$ cat config.mk
export PLATFORM = sky130hd
export DESIGN_NAME = irci_top
export DESIGN_NICKNAME = d
export VERILOG_FILES = /design/src/core/irci_pkg.sv /design/src/core/irci_top.sv
export SDC_FILE = /design/constraint.sdc
export NUM_CORES = 1
export LEC_CHECK = 0
export BUFFER_PORTS_ARGS = -buffer_cell sky130_fd_sc_hd__buf_2
export CAP_MARGIN = 10
export CORE_MARGIN = 2
export CORE_UTILIZATION = 59
export DETAILED_ROUTE_END_ITERATION = 12
export GPL_ROUTABILITY_DRIVEN = 0
export PLACE_DENSITY = 0.85
export SETUP_SLACK_MARGIN = 0.1
export SYNTH_ARGS = -nofsm -noshare
export SYNTH_HDL_FRONTEND = slang
export SYNTH_SLANG_ARGS = --single-unit
$ cat constraint.sdc
create_clock -name aclk -period 4 [get_ports aclk]
set_input_delay 0.6 -clock aclk [delete_from_list [all_inputs] [get_ports aclk]]
set_output_delay 0.6 -clock aclk [all_outputs]
set_load 0.05 [all_outputs]
$ cat src/core/irci_pkg.sv
// Purpose: Shared constants and types for the IR commissioning interpreter
// Assumes: 250 MHz aclk, AXI4-Lite register access, 32-bit data
// Notes:   Offsets are byte addresses of aligned words
package irci_pkg;

  // Clock and timing
  localparam int unsigned CLK_HZ          = 250_000_000;
  localparam int unsigned KEY_GAP_MS      = 1000;
  localparam int unsigned KEY_GAP_CYC     = CLK_HZ / 1000 * KEY_GAP_MS;
  localparam int unsigned HOUR_S          = 3600;
  // One hour of cycles exceeds 32 bits, so it is kept at 64
  localparam longint unsigned HOUR_CYC    = longint'(CLK_HZ) * HOUR_S;
  localparam int unsigned BLINK_MS        = 250;
  localparam int unsigned BLINK_CYC       = CLK_HZ / 1000 * BLINK_MS;
  localparam logic [6:0]  BURN_HOURS      = 7'h64;

  // Fast mode scales timers to one tenth
  localparam logic [3:0]  FAST_DIV        = 4'ha;

  // Key codes: digits 0..9 plus function keys
  localparam logic [3:0]  KEY_GROUP       = 4'ha;
  localparam logic [3:0]  KEY_BURN        = 4'hb;
  localparam logic [3:0]  KEY_9           = 4'h9;
  localparam logic [3:0]  KEY_1           = 4'h1;
  localparam logic [3:0]  KEY_3           = 4'h3;
  localparam logic [3:0]  KEY_7           = 4'h7;

  // Address and group limits
  localparam logic [6:0]  NO_ADDR         = 7'h7f;
  localparam logic [4:0]  MAX_GROUP       = 5'h0f;
  localparam logic [6:0]  MAX_ADDR        = 7'h3f;

  // Register byte offsets
  localparam logic [7:0]  REG_STATUS      = 8'h00;
  localparam logic [7:0]  REG_ADDR        = 8'h04;
  localparam logic [7:0]  REG_GROUPS      = 8'h08;
  localparam logic [7:0]  REG_BURN_HRS    = 8'h0c;
  localparam logic [7:0]  REG_CTRL        = 8'h10;
  localparam logic [7:0]  REG_TOOL_ADDR   = 8'h14;

  // Status field positions
  localparam int unsigned ST_FAST         = 0;
  localparam int unsigned ST_BURN         = 1;
  localparam int unsigned ST_HAS_ADDR     = 2;
  localparam int unsigned ST_BLINK        = 3;
  localparam int unsigned ST_IDLE         = 4;

  // Control field positions
  localparam int unsigned CT_WC           = 0;
  localparam int unsigned CT_COMM         = 1;
  localparam int unsigned CT_PRES_EN      = 2;
  localparam int unsigned CT_CLR_ADDR     = 3;

  localparam logic [1:0]  RESP_OKAY       = 2'h0;
  localparam logic [1:0]  RESP_SLVERR     = 2'h2;

  typedef enum logic [2:0] {
    IRCI_IDLE, IRCI_ADDR9, IRCI_ADDR_D1, IRCI_ADDR_D2,
    IRCI_GROUP, IRCI_FAST3, IRCI_FAST7, IRCI_FAST9
  } irci_state_t;

  // Lamp restriction bundle
  typedef struct packed {
    logic no_dim_p1;
    logic no_dim_p2;
    logic sensor_off;
    logic presence_sw;
  } irci_lamp_t;

endpackage

$ cat src/core/irci_top.sv
// Purpose: IR commissioning key interpreter with AXI4-Lite registers
// Assumes: Key strobes are synchronous to aclk; port1_on is a pin
// Notes:   Blink requests leave as a count with a strobe
//
// The register offsets and the AXI4-Lite slave port were left to the implementer.
`timescale 1ns/1ps
`default_nettype none
module irci_top
  import irci_pkg::*;
#(
  parameter int unsigned GAP_CYC  = KEY_GAP_CYC, // Key gap limit
  parameter longint unsigned HOUR_LEN = HOUR_CYC // Cycles per hour
) (
  input  wire logic        aclk,          // Clock
  input  wire logic        aresetn,       // Sync reset, low
  input  wire logic        ce,            // Clock enable
  input  wire logic        key_valid,     // Decoded key strobe
  input  wire logic [3:0]  key_code,      // Decoded key
  input  wire logic        port1_on,      // Port one lamps lit, pin
  input  wire logic        cal_active,    // Set point calibration busy
  input  wire logic [31:0] s_axi_awaddr,  // AXI write address
  input  wire logic        s_axi_awvalid, // AXI
  output logic             s_axi_awready, // AXI
  input  wire logic [31:0] s_axi_wdata,   // AXI
  input  wire logic [3:0]  s_axi_wstrb,   // AXI
  input  wire logic        s_axi_wvalid,  // AXI
  output logic             s_axi_wready,  // AXI
  output logic [1:0]       s_axi_bresp,   // AXI
  output logic             s_axi_bvalid,  // AXI
  input  wire logic        s_axi_bready,  // AXI
  input  wire logic [31:0] s_axi_araddr,  // AXI
  input  wire logic        s_axi_arvalid, // AXI
  output logic             s_axi_arready, // AXI
  output logic [31:0]      s_axi_rdata,   // AXI
  output logic [1:0]       s_axi_rresp,   // AXI
  output logic             s_axi_rvalid,  // AXI
  input  wire logic        s_axi_rready,  // AXI
  output logic             fast_mode,     // Timers at one tenth
  output logic [3:0]       timer_div,     // Timer divisor
  output logic             blink_stb,     // Blink request pulse
  output logic [1:0]       blink_cnt,     // Blinks requested
  output irci_lamp_t       lamp           // Lamp restrictions
);

  ////////////////////////////////////////////////////////////////////////
  // State
  irci_state_t state_r;
  logic [31:0] gap_r;
  logic [3:0]  dig_r;
  logic [6:0]  addr_r;
  logic [15:0] groups_r;
  logic        burn_r;
  logic [6:0]  hours_r;
  logic [39:0] hcnt_r;      // Holds one full hour of cycles
  logic [2:0]  p1_sync_r;
  logic        p1_on_r;
  logic [3:0]  ctrl_r;
  logic        addr_stb, grp_stb, fast_stb, burn_stb, tool_stb;
  logic [6:0]  new_addr;
  logic [3:0]  new_grp;
  logic        timeout;
  logic        wr_fire, rd_fire;
  logic [7:0]  wr_off;

  function automatic logic is_digit(input logic [3:0] k);
    is_digit = (k <= 4'h9);
  endfunction

  assign timeout = (state_r != IRCI_IDLE) && (gap_r >= GAP_CYC);

  ////////////////////////////////////////////////////////////////////////
  // Key sequence machine
  always_ff @(posedge aclk) begin
    if (!aresetn) begin
      state_r <= IRCI_IDLE;
      dig_r   <= 4'h0;
    end else if (ce) begin
      if (timeout) begin
        state_r <= IRCI_IDLE;
      end else if (key_valid) begin
        unique case (state_r)
          IRCI_IDLE: begin
            if (key_code == KEY_9) state_r <= IRCI_ADDR9;
            else if (key_code == KEY_1) state_r <= IRCI_FAST3;
            else if (key_code == KEY_GROUP) state_r <= IRCI_GROUP;
          end
          IRCI_ADDR9: begin
            // Second 9 opens address entry
            state_r <= (key_code == KEY_9) ? IRCI_ADDR_D1 : IRCI_IDLE;
          end
          IRCI_ADDR_D1: begin
            dig_r   <= key_code;
            state_r <= is_digit(key_code) ? IRCI_ADDR_D2 : IRCI_IDLE;
          end
          IRCI_ADDR_D2: state_r <= IRCI_IDLE;
          IRCI_GROUP: begin
            // A first 1 may open 10..15, so wait for one more digit;
            // any other key closes the group entry either way
            if (dig_r == 4'hf && key_code == 4'h1) begin
              dig_r   <= 4'h1;
              state_r <= IRCI_GROUP;
            end else begin
              state_r <= IRCI_IDLE;
            end
          end
          IRCI_FAST3: state_r <= (key_code == KEY_3) ? IRCI_FAST7 : IRCI_IDLE;
          IRCI_FAST7: state_r <= (key_code == KEY_7) ? IRCI_FAST9 : IRCI_IDLE;
          IRCI_FAST9: state_r <= IRCI_IDLE;
        endcase
        if (state_r == IRCI_IDLE && key_code == KEY_GROUP) dig_r <= 4'hf;
      end
    end
  end

  // Group digit handling: a lone digit, or 1 then a second digit.
  // A lone 1 has no closing key, so the key gap completes group 1;
  // without this path group 1 could never be joined.
  // A digit that arrives together with the gap is too late.
  logic grp_done;
  logic [4:0] grp_val;
  always_comb begin
    grp_done = 1'b0;
    grp_val  = 5'h00;
    if (timeout && state_r == IRCI_GROUP && dig_r == 4'h1) begin
      grp_done = 1'b1;
      grp_val  = 5'h01;
    end else if (!timeout && state_r == IRCI_GROUP && key_valid
                 && is_digit(key_code)) begin
      if (dig_r == 4'h1) begin
        grp_done = 1'b1;
        grp_val  = 5'(5'h0a + {1'b0, key_code});
      end else if (key_code != 4'h1) begin
        grp_done = 1'b1;
        grp_val  = {1'b0, key_code};
      end
    end
  end

  // Sequence completion strobes
  always_comb begin
    addr_stb = ce && key_valid && !timeout && state_r == IRCI_ADDR_D2
               && is_digit(key_code);
    // Widen before the product: at four bits the tens would wrap
    new_addr = {3'h0, dig_r} * 7'h0a + {3'h0, key_code};
    grp_stb  = ce && grp_done
               && grp_val <= MAX_GROUP;
    new_grp  = grp_val[3:0];
    fast_stb = ce && key_valid && !timeout && state_r == IRCI_FAST9
               && key_code == KEY_9;
    burn_stb = ce && key_valid && state_r == IRCI_IDLE
               && key_code == KEY_BURN;
    tool_stb = ce && wr_fire && wr_off == REG_TOOL_ADDR;
  end

  // Cycles since the last key; cleared while idle
  // A lone 1 after the group key rides this counter to completion
  always_ff @(posedge aclk) begin
    if (!aresetn) gap_r <= 32'h0;
    else if (ce) begin
      if (key_valid || state_r == IRCI_IDLE) gap_r <= 32'h0;
      else gap_r <= gap_r + 32'h1;
    end
  end

  ////////////////////////////////////////////////////////////////////////
  // Settings
  always_ff @(posedge aclk) begin
    if (!aresetn) begin
      addr_r <= NO_ADDR;
    end else if (addr_stb) begin
      addr_r <= new_addr;
    end else if (tool_stb) begin
      addr_r <= s_axi_wdata[6:0];
    end else if (ce && wr_fire && wr_off == REG_CTRL
                 && s_axi_wdata[CT_CLR_ADDR]) begin
      addr_r <= NO_ADDR;
    end
  end

  // Group membership; a key set and a bus clear in one cycle both act,
  // and the set wins on its own bit (later assignment)
  always_ff @(posedge aclk) begin
    if (!aresetn) groups_r <= 16'h0000;
    else if (ce) begin
      if (wr_fire && wr_off == REG_GROUPS)
        groups_r <= groups_r & ~s_axi_wdata[15:0];
      if (grp_stb) groups_r[new_grp] <= 1'b1;
    end
  end

  always_ff @(posedge aclk) begin
    if (!aresetn) fast_mode <= 1'b0;
    else if (fast_stb) fast_mode <= ~fast_mode;
  end

  always_ff @(posedge aclk) begin
    if (!aresetn) timer_div <= 4'h1;
    else if (ce) timer_div <= fast_mode ? FAST_DIV : 4'h1;
  end

  ////////////////////////////////////////////////////////////////////////
  // Burn-in hour counter from port one state
  always_ff @(posedge aclk) begin
    if (!aresetn) begin
      p1_sync_r <= 3'h0;
      p1_on_r   <= 1'b0;
    end else if (ce) begin
      p1_sync_r <= {p1_sync_r[1:0], port1_on};
      if (p1_sync_r[2] == p1_sync_r[1]) p1_on_r <= p1_sync_r[2];
    end
  end

  always_ff @(posedge aclk) begin
    if (!aresetn) begin
      burn_r  <= 1'b0;
      hours_r <= 7'h00;
      hcnt_r  <= 40'h0;
    end else if (ce) begin
      if (burn_stb) begin
        burn_r  <= ~burn_r;
        hours_r <= 7'h00;
        hcnt_r  <= 40'h0;
      end else if (burn_r && p1_on_r) begin
        // Hours only pass while port one lamps are lit
        if (hcnt_r >= 40'(HOUR_LEN - 64'd1)) begin
          hcnt_r <= 40'h0;
          if (hours_r == BURN_HOURS - 7'h01) begin
            burn_r  <= 1'b0;
            hours_r <= BURN_HOURS;
          end else hours_r <= hours_r + 7'h01;
        end else hcnt_r <= hcnt_r + 40'h1;
      end
    end
  end

  // Lamp restriction outputs
  always_ff @(posedge aclk) begin
    if (!aresetn) lamp <= '0;
    else if (ce) begin
      lamp.no_dim_p1   <= burn_r && !cal_active && !ctrl_r[CT_COMM];
      lamp.no_dim_p2   <= burn_r && ctrl_r[CT_WC] && !cal_active
                          && !ctrl_r[CT_COMM];
      lamp.sensor_off  <= burn_r;
      lamp.presence_sw <= ctrl_r[CT_PRES_EN];
    end
  end

  // Blink acknowledgement
  always_ff @(posedge aclk) begin
    if (!aresetn) begin
      blink_stb <= 1'b0;
      blink_cnt <= 2'h0;
    end else if (ce) begin
      blink_stb <= addr_stb | grp_stb | fast_stb | burn_stb;
      if (addr_stb || grp_stb) blink_cnt <= 2'h1;
      else if (fast_stb) blink_cnt <= fast_mode ? 2'h2 : 2'h1;
      else if (burn_stb) blink_cnt <= burn_r ? 2'h1 : 2'h2;
    end else blink_stb <= 1'b0;
  end

  ////////////////////////////////////////////////////////////////////////
  // AXI4-Lite write: both channels taken together, then response
  assign wr_fire = s_axi_awvalid && s_axi_wvalid && !s_axi_bvalid
                   && !s_axi_awready;
  assign wr_off  = s_axi_awaddr[7:0];

  always_ff @(posedge aclk) begin
    if (!aresetn) begin
      s_axi_awready <= 1'b0;
      s_axi_wready  <= 1'b0;
      s_axi_bvalid  <= 1'b0;
      s_axi_bresp   <= RESP_OKAY;
      ctrl_r        <= 4'h0;
    end else if (ce) begin
      s_axi_awready <= wr_fire;
      s_axi_wready  <= wr_fire;
      if (wr_fire) begin
        s_axi_bvalid <= 1'b1;
        unique case (wr_off)
          REG_CTRL: begin
            if (s_axi_wstrb[0]) ctrl_r <= s_axi_wdata[3:0] & 4'h7;
            s_axi_bresp <= RESP_OKAY;
          end
          REG_GROUPS, REG_TOOL_ADDR: s_axi_bresp <= RESP_OKAY;
          default: s_axi_bresp <= RESP_SLVERR;
        endcase
      end else if (s_axi_bready) s_axi_bvalid <= 1'b0;
    end
  end

  // AXI4-Lite read
  assign rd_fire = s_axi_arvalid && !s_axi_rvalid && !s_axi_arready;

  always_ff @(posedge aclk) begin
    if (!aresetn) begin
      s_axi_arready <= 1'b0;
      s_axi_rvalid  <= 1'b0;
      s_axi_rdata   <= 32'h0;
      s_axi_rresp   <= RESP_OKAY;
    end else if (ce) begin
      s_axi_arready <= rd_fire;
      if (rd_fire) begin
        s_axi_rvalid <= 1'b1;
        s_axi_rresp  <= RESP_OKAY;
        unique case (s_axi_araddr[7:0])
          REG_STATUS: s_axi_rdata <= {27'h0, state_r == IRCI_IDLE,
                                      blink_stb, addr_r != NO_ADDR,
                                      burn_r, fast_mode};
          REG_ADDR:      s_axi_rdata <= {25'h0, addr_r};
          REG_GROUPS:    s_axi_rdata <= {16'h0, groups_r};
          REG_BURN_HRS:  s_axi_rdata <= {25'h0, hours_r};
          REG_CTRL:      s_axi_rdata <= {28'h0, ctrl_r};
          REG_TOOL_ADDR: s_axi_rdata <= {25'h0, addr_r};
          default: begin
            s_axi_rdata <= 32'h0;
            s_axi_rresp <= RESP_SLVERR;
          end
        endcase
      end else if (s_axi_rready) s_axi_rvalid <= 1'b0;
    end
  end

endmodule
`default_nettype wire

==> metrics.cfg <==
[status]
status=finished clean

[sta]
slew-limit-headroom_pct=30.3
period_needed_ps=2970
max_clock_freq_mhz=337
holdWs_ps=410
hold_violations=0
setup_viol=0
fin_tns_setup_ps=0
max_slew.worst_pin.slew_ps=1040
final.period_utilization_pct=74.3
rsz0062_at_grt=false
finClkSkew_ps=7.32
slew_viol_final=0

[job]
maxCapViolations=0

[placement]
dp_hpwl_mm=12.5
dp.cells=1164
place_area_um2=8250
io_buffers=81

[grt]
antenna_found_initial=1
grtUsageTotal_pct=25.8
grt_pass1_wl_mm=29.8
grt_pass1_vias=6349
grt_max_degree=60
grt_remaining_overflow=0

[routing]
finalWirelength_mm=17.9
antenna_left=0
dr.pass1.iters=5
wl_met3_mm=1.22
wl_met2_mm=8.16
vias_per_cell=5.83
wire_per_inst_um=15.0
m1WireLength_mm=8.03
via_count=6970
drt_iter0_markers=683
top_layer=met4
route.detailed.drc=0

[logic_synthesis]
synth.area.top_cells=dfxtp_1, nor2_1, xor2_1
synth_edf_count=0
synth.avg_cell_area_um2=8.32
ys_seq_area_share_pct=38.0
ys.flop_type=dfxtp_1
synth_cells=942
ys_types=80
synth_common_cells=dfxtp_1, nor2_1, nand2_1
synth_top_area_share_pct=38.0
synthArstFlopShare_pct=0
synth_area_leader_cell=dfxtp_1
ys_ff_latch=149
post-synth-top-count-cell=dfxtp_1
syn-cell-area_um2=7840
yosysWarningCount=0

[worst_setup_path]
arrival_ps=3330
crit_type=flip-flop to flip-flop
cp-start-kind=flip-flop
end_kind=flip-flop
cp_data_required_time_ps=4360
cp_num_buf_inv=1
cp_slowest_cell=dfxtp_1
crit_family=simple AND/OR/NAND/NOR gates
slowest_delay_ps=630
worstPathCellList=or3_1, nor4_2, a211o_1, o21ai_2, nand2_1, buf_4, nor2_1
crit_fanout=17

[clocking]
numClockSinks=149
cts_tree=built
cts_made_buffers=17
cts_root_buf=clkbuf_16
clk_pin_slew_worst_paths_ps=60
post_cts_resize_count=0
cts_hold_buf=0
htreeDepth=4
post_cts_buffers=0
cts_max_path_buffers=2
insertion_delay_ps=430

[finish]
fin_nets=1135
drive_gt1_share_pct=13.5
design_area_um2=8830
fin_cells=1195
area_delta_synth_final_pct=12.6
antenna_cells=0

[die]
fp.dieArea_um2=14200
start_util_pct=59.9
core_area_um2=13100
die_w_um=119
ioPinCount=168
fp.dieH_um=119
rows=42

[hold_path]
hp-class=input pin to flip-flop

[power]
p_per_area_nw_per_um2=375
p_leak_nw=3.34
irDropWorstVdd_uv=230

## layout make-up
type	instances	area (um2)
fill	1045	4250
inverter	17	63.8
timing repair buffer	87	450
clock buffer	21	450
multi-input combinational	735	4530
tap	176	220
clock inverter	10	131
sequential	149	2980
## flip-flops by register name, summed over array words and instances (netlist names), 2 cells and up
| signal | count |
|---|---|
| groups_r | 16 |
| timer_div | 2 |
| ctrl_r | 3 |
| lamp | 4 |
| dig_r | 4 |
| p1_sync_r | 3 |
| s_axi_rdata | 16 |
| hcnt_r | 40 |
| blink_cnt | 2 |
| gap_r | 32 |
| state_r | 3 |
| addr_r | 7 |
| hours_r | 7 |
## cell families after synthesis
family,count (synthesis),share of synthesized area (%)
AND/OR/NAND/NOR,451,30.2
AO/OA/AOI/OAI,161,13.9
flip-flops,149,38.0
buffers and inverters,76,5.03
XOR/XNOR,71,7.93
multiplexers,20,2.60
adder cells (fa/ha/maj),13,2.27
other,1,0.0478
## through the flow
step	total power, mW	setup slack (ps)	utilization (%)
after floorplan	1.71	1510	-
after global placement	1.75	1100	63.0
after detailed placement	1.75	1050	63.0
after CTS	3.32	1060	67.5
after global routing	3.40	772	67.5
final	3.32	1030	67.5
## placed cells by master (no fill, tap or decap), types with 10 or more instances in the layout
master     instances
clkbuf_16         17
xor2_1            52
o21ai_0           17
mux2i_1           17
nor2_1           130
o31ai_1           12
o21ai_1           18
ha_1              11
a22oi_1           11
inv_1             15
nand4_1           31
xnor2_1           19
nand2_1          105
and3_1            15
conb_1            19
or3_1             13
nor3_1            17
nand3_1           43
buf_2             81
dfxtp_1          149
and2_1            14
nor4_1            10
a21oi_1           48
## worst reg2reg max path, cell delays in order, from the launching register on
cell	delay, ps
dfxtp_1	630
or3_1	380
nor4_2	150
a211o_1	270
o21ai_2	470
nand2_1	530
buf_4	360
nor2_1	130
## per-layer routing
layer	vias to the layer above	GRT usage [%]
met4	0	11.0
met1	3258	33.9
met5	-	0
met2	225	40.7
li1	3452	-
met3	35	5.70
## where the power goes
part / internal [mW] / switching (mW)
registers: 1.49 / 0.0113
logic: 0.0595 / 0.161
clock network: 0.988 / 0.602
## worst paths after layout
path / startpoint / endpoint / slack (ps) / cells past startpoint
max: state_r[0]$_SDFFE_PN0P_ / hcnt_r[15]$_SDFFE_PN0P_ / 1030 / 7
min: port1_on / p1_sync_r[0]$_SDFFE_PN0P_ / 410 / 3
max reg2reg: state_r[0]$_SDFFE_PN0P_ / hcnt_r[15]$_SDFFE_PN0P_ / 1030 / 7
min reg2reg: groups_r[11]$_SDFFE_PN0P_ / groups_r[11]$_SDFFE_PN0P_ / 450 / 2
(Power assumes the default switching activity.)
